## src/verilog/stm_consts.svh

```systemverilog
// Register offsets, function codes, reset values and timing counts for the torque monitor
`ifndef STM_CONSTS_SVH
`define STM_CONSTS_SVH

`define STM_CLK_HZ 100000000
`define STM_TICK_US 1000
`define STM_TICK_CYC ((`STM_CLK_HZ / 1000000) * `STM_TICK_US)
`define STM_STALL_MS 100
`define STM_STALL_TICKS (`STM_STALL_MS * 1000 / `STM_TICK_US)
`define STM_STALL_HYST_PCT 10'h002
`define STM_TQ_HYST_PCT 10'h00A

`define STM_ADDR_CTRL 8'h00
`define STM_ADDR_STALL 8'h04
`define STM_ADDR_DET1 8'h08
`define STM_ADDR_DET2 8'h0C
`define STM_ADDR_OUTSEL 8'h10
`define STM_ADDR_STATUS 8'h14
`define STM_ADDR_IRQ_STAT 8'h18
`define STM_ADDR_IRQ_MASK 8'h1C
`define STM_ADDR_FEED 8'h20

`define STM_RST_STALL_EN 1'b1
`define STM_RST_STALL_LVL 10'h096
`define STM_RST_MODE1 4'h2
`define STM_RST_MODE2 4'h0
`define STM_RST_LVL 10'h096
`define STM_RST_TIME1 16'h0064
`define STM_RST_TIME2 16'h0001
`define STM_FC_DET1_NO 8'h0B
`define STM_FC_DET1_NC 8'h17
`define STM_FC_DET2_NO 8'h18
`define STM_FC_DET2_NC 8'h19
`define STM_RST_OUTSEL 8'h0F

`endif

```

## src/verilog/stm_pkg.sv

```systemverilog
// Types shared by the torque monitor modules
package stm_pkg;
	typedef enum logic [1:0] {
		STM_VF,
		STM_OLV,
		STM_CLV
	} stm_ctrl_e;

	typedef struct packed {
		logic [3:0] mode;
		logic [9:0] level;
		logic [15:0] time_ds;
	} stm_det_cfg_s;

	typedef struct packed {
		logic active;
		logic over;
		logic stop;
	} stm_det_out_s;
endpackage

```

## src/verilog/stm_det.sv

```systemverilog
// One overtorque or undertorque detector with duration timer and release band
`timescale 1ns/10ps
`include "stm_consts.svh"
module stm_det
	import stm_pkg::*;
#(
	parameter int TW = 16
) (
	input wire logic aclk,
	input wire logic aresetn,
	input wire logic tick,
	input wire logic running,
	input wire logic speed_agree,
	input wire logic [9:0] value,
	input stm_det_cfg_s cfg,
	output stm_det_out_s det
);
	logic over_mode;
	logic agree_only;
	logic enabled;
	logic gate;
	logic beyond;
	logic back;
	logic [TW-1:0] cnt_r;
	logic [9:0] rel_lvl;

	assign enabled = (cfg.mode != 4'h0) && (cfg.mode <= 4'h8);
	assign over_mode = (cfg.mode <= 4'h4);
	assign agree_only = cfg.mode[0];
	assign gate = enabled && running && (!agree_only || speed_agree);
	assign beyond = over_mode ? (value > cfg.level) : (value < cfg.level);
	// Release only after the value crosses back by the band
	assign rel_lvl = over_mode ? ((cfg.level > `STM_TQ_HYST_PCT) ?
		cfg.level - `STM_TQ_HYST_PCT : 10'h000) : cfg.level + `STM_TQ_HYST_PCT;
	assign back = over_mode ? (value < rel_lvl) : (value > rel_lvl);

	// Timer counts in tenths of a second; clears as soon as the condition lapses
	always_ff @(posedge aclk) begin
		if (!aresetn) begin
			cnt_r <= '0;
		end else if (!gate || !beyond) begin
			cnt_r <= '0;
		end else if (tick && cnt_r != {TW{1'b1}}) begin
			cnt_r <= cnt_r + 1'b1;
		end
	end

	always_ff @(posedge aclk) begin
		if (!aresetn) begin
			det <= '0;
		end else if (!gate || (det.active && back)) begin
			det <= '0;
		end else if (!det.active && beyond && cnt_r >= cfg.time_ds) begin
			det.active <= 1'b1;
			det.over <= over_mode;
			det.stop <= cfg.mode[1] ^ cfg.mode[0] ? 1'b0 : 1'b0 | (cfg.mode == 4'h3) |
				(cfg.mode == 4'h4) | (cfg.mode == 4'h7) | (cfg.mode == 4'h8);
		end
	end
endmodule

```

## src/verilog/stm_stall.sv

```systemverilog
// Stall prevention comparator, 100 ms qualification and 2 % release
`timescale 1ns/10ps
`include "stm_consts.svh"
module stm_stall
	import stm_pkg::*;
(
	input wire logic aclk,
	input wire logic aresetn,
	input wire logic tick_ms,
	input wire logic enable,
	input wire logic [9:0] current,
	input wire logic [9:0] level,
	output logic reducing
);
	logic [7:0] cnt_r;
	logic [9:0] rel_lvl;

	assign rel_lvl = (level > `STM_STALL_HYST_PCT) ? level - `STM_STALL_HYST_PCT : 10'h000;

	always_ff @(posedge aclk) begin
		if (!aresetn || !enable || current <= level) begin
			cnt_r <= 8'h00;
		end else if (tick_ms && cnt_r != 8'hFF) begin
			cnt_r <= cnt_r + 8'h01;
		end
	end

	always_ff @(posedge aclk) begin
		if (!aresetn || !enable) begin
			reducing <= 1'b0;
		end else if (reducing && current <= rel_lvl) begin
			reducing <= 1'b0;
		end else if (cnt_r >= 8'(`STM_STALL_TICKS)) begin
			reducing <= 1'b1;
		end
	end
endmodule

```

## src/verilog/stm_top.sv

```systemverilog
// Stall and torque monitor with AXI4-Lite register access
//
// Added by the designer: the register offsets and the AXI4-Lite register port.
`timescale 1ns/10ps
`include "stm_consts.svh"

// Behaviour
// - Start speed reduction after current exceeds stall level for 100 ms.
// - Reaccelerate when current falls to stall level minus two percent.
// - Stall prevention only in V/f control, enabled by select, default 1.
// - Reduction decelerates using first or second deceleration time setting.
// - Stall level is percent of rated current, default 150.
// - Compare current in V/f, torque reference in vector modes.
// - First detector: level 150 percent, time 10.0 s defaults.
// - Second detector: level 150 percent, time 0.1 s defaults.
// - Mode select resets to 2 for first, 0 for second.
// - Code B closes output while first detector reports.
// - Code 17 opens output while first detector reports.
// - Codes 18 and 19 map second detector open and closed sense.
// - Three contact outputs, each with own function code.
// - Mode: 0 off, 1-4 over, 5-8 under, odd agree, 3478 stop.
// - Release after value crosses back by ten percent band.
module stm_top
	import stm_pkg::*;
#(
	parameter int TICK_CYC = `STM_TICK_CYC
) (
	input wire logic aclk,
	input wire logic aresetn,
	input wire logic [7:0] s_axi_awaddr,
	input wire logic s_axi_awvalid,
	output logic s_axi_awready,
	input wire logic [31:0] s_axi_wdata,
	input wire logic [3:0] s_axi_wstrb,
	input wire logic s_axi_wvalid,
	output logic s_axi_wready,
	output logic [1:0] s_axi_bresp,
	output logic s_axi_bvalid,
	input wire logic s_axi_bready,
	input wire logic [7:0] s_axi_araddr,
	input wire logic s_axi_arvalid,
	output logic s_axi_arready,
	output logic [31:0] s_axi_rdata,
	output logic [1:0] s_axi_rresp,
	output logic s_axi_rvalid,
	input wire logic s_axi_rready,
	input wire logic [9:0] output_current,
	input wire logic [9:0] torque_reference,
	input wire logic [1:0] control_method,
	input wire logic running,
	input wire logic speed_agree,
	output logic [2:0] contact_output_terminal_pair,
	output logic stall_reduce,
	output logic decel_select_second,
	output logic output_stop,
	output logic irq
);
	logic stall_enable_select_r;
	logic decel_sel_r;
	logic [9:0] stall_current_level_r;
	stm_det_cfg_s cfg1_r;
	stm_det_cfg_s cfg2_r;
	logic [7:0] contact_output_function_select_r [3];
	logic [3:0] irq_stat_r;
	logic [3:0] irq_mask_r;
	// Wide enough for the full tick count at the real clock rate
	localparam int TCW = $clog2(TICK_CYC + 1);
	logic [TCW-1:0] tick_cnt_r;
	logic tick_ms_r;
	logic [6:0] ds_cnt_r;
	logic tick_ds_r;
	logic aw_hold_r;
	logic w_hold_r;
	logic [7:0] aw_addr_r;
	logic [31:0] w_data_r;
	logic [3:0] w_strb_r;
	logic stall_red;
	logic [9:0] tq_value;
	stm_det_out_s det1;
	stm_det_out_s det2;
	stm_det_out_s det1_d_r;
	stm_det_out_s det2_d_r;
	logic [3:0] events;
	logic do_write;
	logic do_read;
	logic [31:0] rd_word;
	logic [31:0] wr_old;
	logic [31:0] wr_word;

	function automatic logic contact_state(input logic [7:0] fc, input logic d1, input logic d2);
		case (fc)
			`STM_FC_DET1_NO: contact_state = d1;
			`STM_FC_DET1_NC: contact_state = !d1;
			`STM_FC_DET2_NO: contact_state = d2;
			`STM_FC_DET2_NC: contact_state = !d2;
			default: contact_state = 1'b0;
		endcase
	endfunction

	function automatic logic [31:0] merge(input logic [31:0] old, input logic [31:0] nw,
		input logic [3:0] strb);
		logic [31:0] res;
		res = old;
		for (int i = 0; i < 4; i++) begin
			if (strb[i]) begin
				res[i*8 +: 8] = nw[i*8 +: 8];
			end
		end
		merge = res;
	endfunction

	////////////////////////////////////////////////////////////////////////////////
	// Sample ticks: 1 ms for stall, 0.1 s for torque timers
	always_ff @(posedge aclk) begin
		if (!aresetn || tick_cnt_r == TCW'(TICK_CYC - 1)) begin
			tick_cnt_r <= '0;
		end else begin
			tick_cnt_r <= tick_cnt_r + 1'b1;
		end
	end

	always_ff @(posedge aclk) begin
		if (!aresetn) begin
			tick_ms_r <= 1'b0;
		end else begin
			tick_ms_r <= (tick_cnt_r == TCW'(TICK_CYC - 1));
		end
	end

	always_ff @(posedge aclk) begin
		if (!aresetn) begin
			ds_cnt_r <= 7'h00;
			tick_ds_r <= 1'b0;
		end else begin
			tick_ds_r <= tick_ms_r && ds_cnt_r == 7'h63;
			if (tick_ms_r) begin
				ds_cnt_r <= (ds_cnt_r == 7'h63) ? 7'h00 : ds_cnt_r + 7'h01;
			end
		end
	end

	////////////////////////////////////////////////////////////////////////////////
	// Monitors
	assign tq_value = (control_method == STM_VF) ? output_current : torque_reference;

	stm_stall u_stall (
		.aclk(aclk),
		.aresetn(aresetn),
		.tick_ms(tick_ms_r),
		.enable(stall_enable_select_r && control_method == STM_VF && running),
		.current(output_current),
		.level(stall_current_level_r),
		.reducing(stall_red)
	);

	stm_det #(.TW(16)) u_det1 (
		.aclk(aclk),
		.aresetn(aresetn),
		.tick(tick_ds_r),
		.running(running),
		.speed_agree(speed_agree),
		.value(tq_value),
		.cfg(cfg1_r),
		.det(det1)
	);

	stm_det #(.TW(16)) u_det2 (
		.aclk(aclk),
		.aresetn(aresetn),
		.tick(tick_ds_r),
		.running(running),
		.speed_agree(speed_agree),
		.value(tq_value),
		.cfg(cfg2_r),
		.det(det2)
	);

	always_ff @(posedge aclk) begin
		if (!aresetn) begin
			contact_output_terminal_pair <= 3'b000;
			stall_reduce <= 1'b0;
			decel_select_second <= 1'b0;
			output_stop <= 1'b0;
			det1_d_r <= '0;
			det2_d_r <= '0;
		end else begin
			for (int i = 0; i < 3; i++) begin
				contact_output_terminal_pair[i] <= contact_state(
					contact_output_function_select_r[i], det1.active, det2.active);
			end
			stall_reduce <= stall_red;
			decel_select_second <= decel_sel_r;
			output_stop <= (det1.active && det1.stop) || (det2.active && det2.stop);
			det1_d_r <= det1;
			det2_d_r <= det2;
		end
	end

	// Events: over/under alarm first and second, rising edges only
	assign events = {det2.active && !det2_d_r.active && !det2.over,
		det1.active && !det1_d_r.active && !det1.over,
		det2.active && !det2_d_r.active && det2.over,
		det1.active && !det1_d_r.active && det1.over};

	////////////////////////////////////////////////////////////////////////////////
	// AXI4-Lite slave: address and data accepted in either order
	assign do_write = aw_hold_r && w_hold_r && !s_axi_bvalid;
	assign do_read = s_axi_arvalid && s_axi_arready;

	always_ff @(posedge aclk) begin
		if (!aresetn) begin
			aw_hold_r <= 1'b0;
			w_hold_r <= 1'b0;
			aw_addr_r <= 8'h00;
			w_data_r <= 32'h00000000;
			w_strb_r <= 4'h0;
			s_axi_awready <= 1'b0;
			s_axi_wready <= 1'b0;
			s_axi_bvalid <= 1'b0;
			s_axi_bresp <= 2'b00;
		end else begin
			s_axi_awready <= !aw_hold_r && !s_axi_awready && s_axi_awvalid;
			s_axi_wready <= !w_hold_r && !s_axi_wready && s_axi_wvalid;
			if (s_axi_awvalid && s_axi_awready) begin
				aw_hold_r <= 1'b1;
				aw_addr_r <= s_axi_awaddr;
			end
			if (s_axi_wvalid && s_axi_wready) begin
				w_hold_r <= 1'b1;
				w_data_r <= s_axi_wdata;
				w_strb_r <= s_axi_wstrb;
			end
			if (do_write) begin
				aw_hold_r <= 1'b0;
				w_hold_r <= 1'b0;
				s_axi_bvalid <= 1'b1;
				s_axi_bresp <= (aw_addr_r > `STM_ADDR_FEED || aw_addr_r[1:0] != 2'b00 ||
					aw_addr_r == `STM_ADDR_STATUS || aw_addr_r == `STM_ADDR_IRQ_STAT ||
					aw_addr_r == `STM_ADDR_FEED) ? 2'b10 : 2'b00;
			end else if (s_axi_bvalid && s_axi_bready) begin
				s_axi_bvalid <= 1'b0;
			end
		end
	end

	// Old word of the addressed register, so a partial strobe keeps the other bytes
	always_comb begin
		case (aw_addr_r)
			`STM_ADDR_CTRL: wr_old = {30'h0, decel_sel_r, stall_enable_select_r};
			`STM_ADDR_STALL: wr_old = {22'h0, stall_current_level_r};
			`STM_ADDR_DET1: wr_old = {2'b00, cfg1_r};
			`STM_ADDR_DET2: wr_old = {2'b00, cfg2_r};
			default: wr_old = 32'h00000000;
		endcase
	end

	assign wr_word = merge(wr_old, w_data_r, w_strb_r);

	// Configuration registers
	always_ff @(posedge aclk) begin
		if (!aresetn) begin
			stall_enable_select_r <= `STM_RST_STALL_EN;
			decel_sel_r <= 1'b0;
			stall_current_level_r <= `STM_RST_STALL_LVL;
			cfg1_r <= '{`STM_RST_MODE1, `STM_RST_LVL, `STM_RST_TIME1};
			cfg2_r <= '{`STM_RST_MODE2, `STM_RST_LVL, `STM_RST_TIME2};
			irq_mask_r <= 4'h0;
			for (int i = 0; i < 3; i++) begin
				contact_output_function_select_r[i] <= `STM_RST_OUTSEL;
			end
		end else if (do_write) begin
			case (aw_addr_r)
				`STM_ADDR_CTRL: {decel_sel_r, stall_enable_select_r} <= wr_word[1:0];
				`STM_ADDR_STALL: stall_current_level_r <= wr_word[9:0];
				`STM_ADDR_DET1: cfg1_r <= wr_word[29:0];
				`STM_ADDR_DET2: cfg2_r <= wr_word[29:0];
				`STM_ADDR_OUTSEL: begin
					for (int i = 0; i < 3; i++) begin
						if (w_strb_r[i]) begin
							contact_output_function_select_r[i] <= w_data_r[i*8 +: 8];
						end
					end
				end
				`STM_ADDR_IRQ_MASK: irq_mask_r <= w_strb_r[0] ? w_data_r[3:0] : irq_mask_r;
				default: ;
			endcase
		end
	end

	// Sticky status, cleared by read; a new event in the read cycle survives
	always_ff @(posedge aclk) begin
		if (!aresetn) begin
			irq_stat_r <= 4'h0;
		end else if (do_read && s_axi_araddr == `STM_ADDR_IRQ_STAT) begin
			irq_stat_r <= events;
		end else begin
			irq_stat_r <= irq_stat_r | events;
		end
	end

	always_ff @(posedge aclk) begin
		if (!aresetn) begin
			irq <= 1'b0;
		end else begin
			irq <= |((irq_stat_r | events) & irq_mask_r);
		end
	end

	always_comb begin
		rd_word = 32'h00000000;
		case (s_axi_araddr)
			`STM_ADDR_CTRL: rd_word = {30'h0, decel_sel_r, stall_enable_select_r};
			`STM_ADDR_STALL: rd_word = {22'h0, stall_current_level_r};
			`STM_ADDR_DET1: rd_word = {2'b00, cfg1_r};
			`STM_ADDR_DET2: rd_word = {2'b00, cfg2_r};
			`STM_ADDR_OUTSEL: rd_word = {8'h00, contact_output_function_select_r[2],
				contact_output_function_select_r[1], contact_output_function_select_r[0]};
			`STM_ADDR_STATUS: rd_word = {24'h0, stall_red, det2.stop, det2.over, det2.active,
				det1.stop, det1.over, det1.active, output_stop};
			`STM_ADDR_IRQ_STAT: rd_word = {28'h0, irq_stat_r};
			`STM_ADDR_IRQ_MASK: rd_word = {28'h0, irq_mask_r};
			`STM_ADDR_FEED: rd_word = {6'h00, tq_value, 6'h00, output_current};
			default: rd_word = 32'h00000000;
		endcase
	end

	always_ff @(posedge aclk) begin
		if (!aresetn) begin
			s_axi_arready <= 1'b0;
			s_axi_rvalid <= 1'b0;
			s_axi_rdata <= 32'h00000000;
			s_axi_rresp <= 2'b00;
		end else begin
			s_axi_arready <= !s_axi_arready && !s_axi_rvalid && s_axi_arvalid;
			if (do_read) begin
				s_axi_rvalid <= 1'b1;
				s_axi_rdata <= rd_word;
				s_axi_rresp <= (s_axi_araddr > `STM_ADDR_FEED || s_axi_araddr[1:0] != 2'b00) ?
					2'b10 : 2'b00;
			end else if (s_axi_rvalid && s_axi_rready) begin
				s_axi_rvalid <= 1'b0;
			end
		end
	end
endmodule

```

## config.mk

```make
export PLATFORM = sky130hd
export DESIGN_NAME = stm_top
export DESIGN_NICKNAME = d
export VERILOG_FILES = /design/src/verilog/stm_pkg.sv /design/src/verilog/stm_det.sv /design/src/verilog/stm_stall.sv /design/src/verilog/stm_top.sv
export VERILOG_INCLUDE_DIRS = /design/src /design/src/verilog
export SDC_FILE = /design/constraint.sdc
export NUM_CORES = 1
export LEC_CHECK = 0
export ABC_AREA = 0
export BUFFER_PORTS_ARGS = -buffer_cell sky130_fd_sc_hd__buf_4
export CAP_MARGIN = 0
export CELL_PAD_IN_SITES_DETAIL_PLACEMENT = 1
export CELL_PAD_IN_SITES_GLOBAL_PLACEMENT = 2
export CORE_MARGIN = 5
export CORE_UTILIZATION = 39
export DETAILED_ROUTE_END_ITERATION = 6
export GPL_ROUTABILITY_DRIVEN = 1
export PLACE_DENSITY_LB_ADDON = 0.1
export SLEW_MARGIN = 25
export SYNTH_ARGS = -nofsm -noshare
export SYNTH_HDL_FRONTEND = slang
export SYNTH_SLANG_ARGS = --single-unit
export TNS_END_PERCENT = 5
```

## constraint.sdc

```tcl
create_clock -name aclk -period 7.26 [get_ports aclk]
set_input_delay 0.363 -clock aclk [delete_from_list [all_inputs] [get_ports aclk]]
set_output_delay 0.363 -clock aclk [all_outputs]
set_load 0.005 [all_outputs]
```

==> impl_metrics.json <==
{
  "vias_per_cell": 5.80,
  "switching_share": 0.233,
  "fin_crit_ns": 4.18,
  "mostFrequentLayoutCells": "dfxtp_1, nand2_1, nor2_1",
  "cts-root-buf": "clkbuf_16",
  "dpl.cell_count": 2429,
  "wirelength_um": 55100,
  "pin_count": 131,
  "finalHoldViolCount": 0,
  "cpPeakStageDelay_ns": 0.65,
  "n_antenna_cell": 0,
  "fp.dieArea_um2": 43500,
  "clkPwrFrac": 0.493,
  "synth-async-reset-ratio": 0,
  "die_height_um": 209,
  "ant_nets": 0,
  "syn_avg_cell_area_um2": 8.18,
  "path_buf_inv": 1,
  "num_vias": 14413,
  "relSlewSlack": 0.276,
  "ys_seq_elements": 267,
  "gp_congestion": 0.889,
  "insertion_delay_ns": 0.58,
  "grt_max_degree": 50,
  "drv_cap": 0,
  "post_cts_buffers": 0,
  "peakVddDrop_mv": 0.182,
  "start_util": 0.396,
  "dpl_cell_area_um2": 16600,
  "worstMarginPinSlew_ns": 1.09,
  "clock_path_buffers": 3,
  "synth_edf_count": 24,
  "first_pass_iters": 6,
  "drv_slew": 0,
  "postSynthCellCount": 1880,
  "yosys-top-cells-area": "dfxtp_1, ha_1, nand2_1",
  "clk_pin_slew_ns": 0.06,
  "final_common_cell": "dfxtp_1",
  "place.port_buffers": 124,
  "power_leakage_nw": 6.48,
  "drc_errors": 0,
  "crit_family": "compound AO/OA/AOI/OAI gates",
  "fin_cells": 2485,
  "syn_area_um2": 15400,
  "grt_pass1_vias": 14452,
  "grt_usage": 0.245,
  "cts_made_buffers": 31,
  "synth-seq-area-share": 0.363,
  "internal_power_mw": 2.63,
  "cpMostUsedCell": "a211oi_1",
  "ys_warn_count": 0,
  "worstPathArrival_ns": 4.66,
  "cts_resized": 0,
  "seq_power_share": 0.442,
  "rsz0062_at_grt": "no",
  "worstSetupPathType": "reg2reg",
  "critPathCaptureType": "register",
  "synthFlopType": "dfxtp_1",
  "final_core_util": 0.457,
  "postLayoutCellArea_um2": 17700,
  "cts_hold_buf": 0,
  "synth_cell_type_count": 78,
  "fin_nets": 2134,
  "start_kind": "register",
  "dieWidth_um": 209,
  "synth.largest_area_cell": "dfxtp_1",
  "cts_tree": "built",
  "crit_required_ns": 7.75,
  "setup_violations": 0,
  "drive_gt1_frac": 0.122,
  "post-route-period-util": 0.575,
  "avgRoutedWirePerCell_um": 22.2,
  "min-delay-path-class": "in2reg",
  "setup-tns-final_ns": 0,
  "p_per_area_nw_per_um2": 194,
  "synthToLayoutAreaGrowth_pct": 15.3,
  "pre_cts_ws_ns": 2.92,
  "power_frac_comb": 0.065,
  "crit_chain": "inv_1 -> o211ai_1 -> and2_1 -> a32oi_1 -> o22ai_1 -> a211oi_1 -> ha_1 -> nand4_1 -> a211oi_1 -> a2111oi_0 -> mux2i_1 -> o21ai_0 -> nor3_1",
  "antenna_found_initial": 0,
  "layout_setup_ws_ns": 3.08,
  "core_area_um2": 38800,
  "hpwlAfterDp_um": 41800,
  "drt_iter0_markers": 1087,
  "crit_path_max_fanout": 14,
  "finalClockSkew_ns": 0.0106,
  "clock-sinks": 267,
  "status": "completed",
  "rows": 72,
  "p_switching_uw": 801,
  "max_freq_ghz": 0.239,
  "critPathSlowestCell": "dfxtp_1",
  "synthDominantCellAreaShare": 0.316,
  "overflow": 0,
  "grt_pass1_wl_um": 85600,
  "cts_max_level": 1
}
[registers in the layout (all words and copies together), names as in the netlist, 3 cells and up]
name	cells
tick_cnt_r	17
aw_addr_r	8
cfg1_r	30
ds_cnt_r	7
u_det1.cnt_r	16
w_strb_r	4
contact_output_terminal_pair	3
s_axi_rdata	30
w_data_r	30
u_stall.cnt_r	8
contact_output_function_select_r	24
u_det2.det	3
irq_mask_r	4
irq_stat_r	4
u_det1.det	3
cfg2_r	30
stall_current_level_r	10
u_det2.cnt_r	16
[cells in the mapped netlist (all sizes together), types with 15 or more instances]
cell and instances:
buf 32, ha 107, a22oi 32, nand2 225, and2 31, nor3 46
a21oi 153, a211oi 62, o22ai 19, nand4 36, clkbuf 78, inv 93
nand2b 15, nor2 196, a21o 21, dfxtp 243, or3 19, mux2i 38
edfxtp 24, xnor2 28, xor2 33, nand3 60, o21ai 93, a22o 15
[metal layers]
layer  wire length [µm]  global-route usage
met3               3560              0.0468
met4               1520              0.0684
met2              23400               0.371
met5                  0                   0
met1              26600               0.358
[worst reg2reg max path: stages (launching register included)]
cell and delay (ns):
dfxtp_1 0.65, inv_1 0.19, o211ai_1 0.61, and2_1 0.30, a32oi_1 0.12, o22ai_1 0.20
a211oi_1 0.12, ha_1 0.33, nand4_1 0.14, a211oi_1 0.06, a2111oi_0 0.60, mux2i_1 0.36
o21ai_0 0.19, nor3_1 0.22
[power groups by stage]
| stage | Sequential, mW | Combinational (mW) | Clock (mW) |
|---|---|---|---|
| global route | 1.52 | 0.244 | 1.79 |
| global placement | 1.55 | 0.214 | 0 |
| finish | 1.52 | 0.222 | 1.69 |
| CTS | 1.52 | 0.221 | 1.73 |
| detailed placement | 1.55 | 0.220 | 0 |
| floorplan | 1.54 | 0.130 | 0 |
[path summary, 6_finish.rpt]
check	startpoint	endpoint	slack [ns]	depth (start not counted)
hold / removal	s_axi_wdata[27]	w_data_r[27]$_SDFFE_PN0P_	0.04	3
setup / recovery	cfg1_r[19]$_SDFFE_PN0P_	u_det1.det[1]$_SDFFE_PP0P_	3.08	13
hold reg to reg	s_axi_rdata[23]$_SDFFE_PN0P_	s_axi_rdata[23]$_SDFFE_PN0P_	0.45	2
setup reg to reg	cfg1_r[19]$_SDFFE_PN0P_	u_det1.det[1]$_SDFFE_PP0P_	3.08	13
[final cells by class]
cell class,instances,area (µm²)
clock buffer,44,950
tap,518,648
sequential,267,5590
fill,4699,21100
inverter,93,352
multi-input combinational,1413,8990
clock inverter,12,166
timing repair buffer,138,1040
[cells by family after synthesis]
group | count (synthesis) | share of synthesized area
and+or+nand+nor | 694 | 0.216
AOI/OAI and AO/OA | 499 | 0.212
DFF | 267 | 0.363
buffers and inverters | 203 | 0.0539
adders and majority gates | 107 | 0.0871
xor gates and xnor gates | 61 | 0.0348
muxes | 48 | 0.0328
other | 1 | 0.000244
[per-stage QoR]
| step | hold WS [ns] | total power [mW] |
|---|---|---|
| floorplan | 0.430 | 1.67 |
| global placement | 0.439 | 1.76 |
| detailed placement | 0.450 | 1.77 |
| CTS | 0.00945 | 3.47 |
| global route | 0.0209 | 3.55 |
| finish | 0.0368 | 3.43 |
No activity file was read; power rests on OpenSTA's default activity.
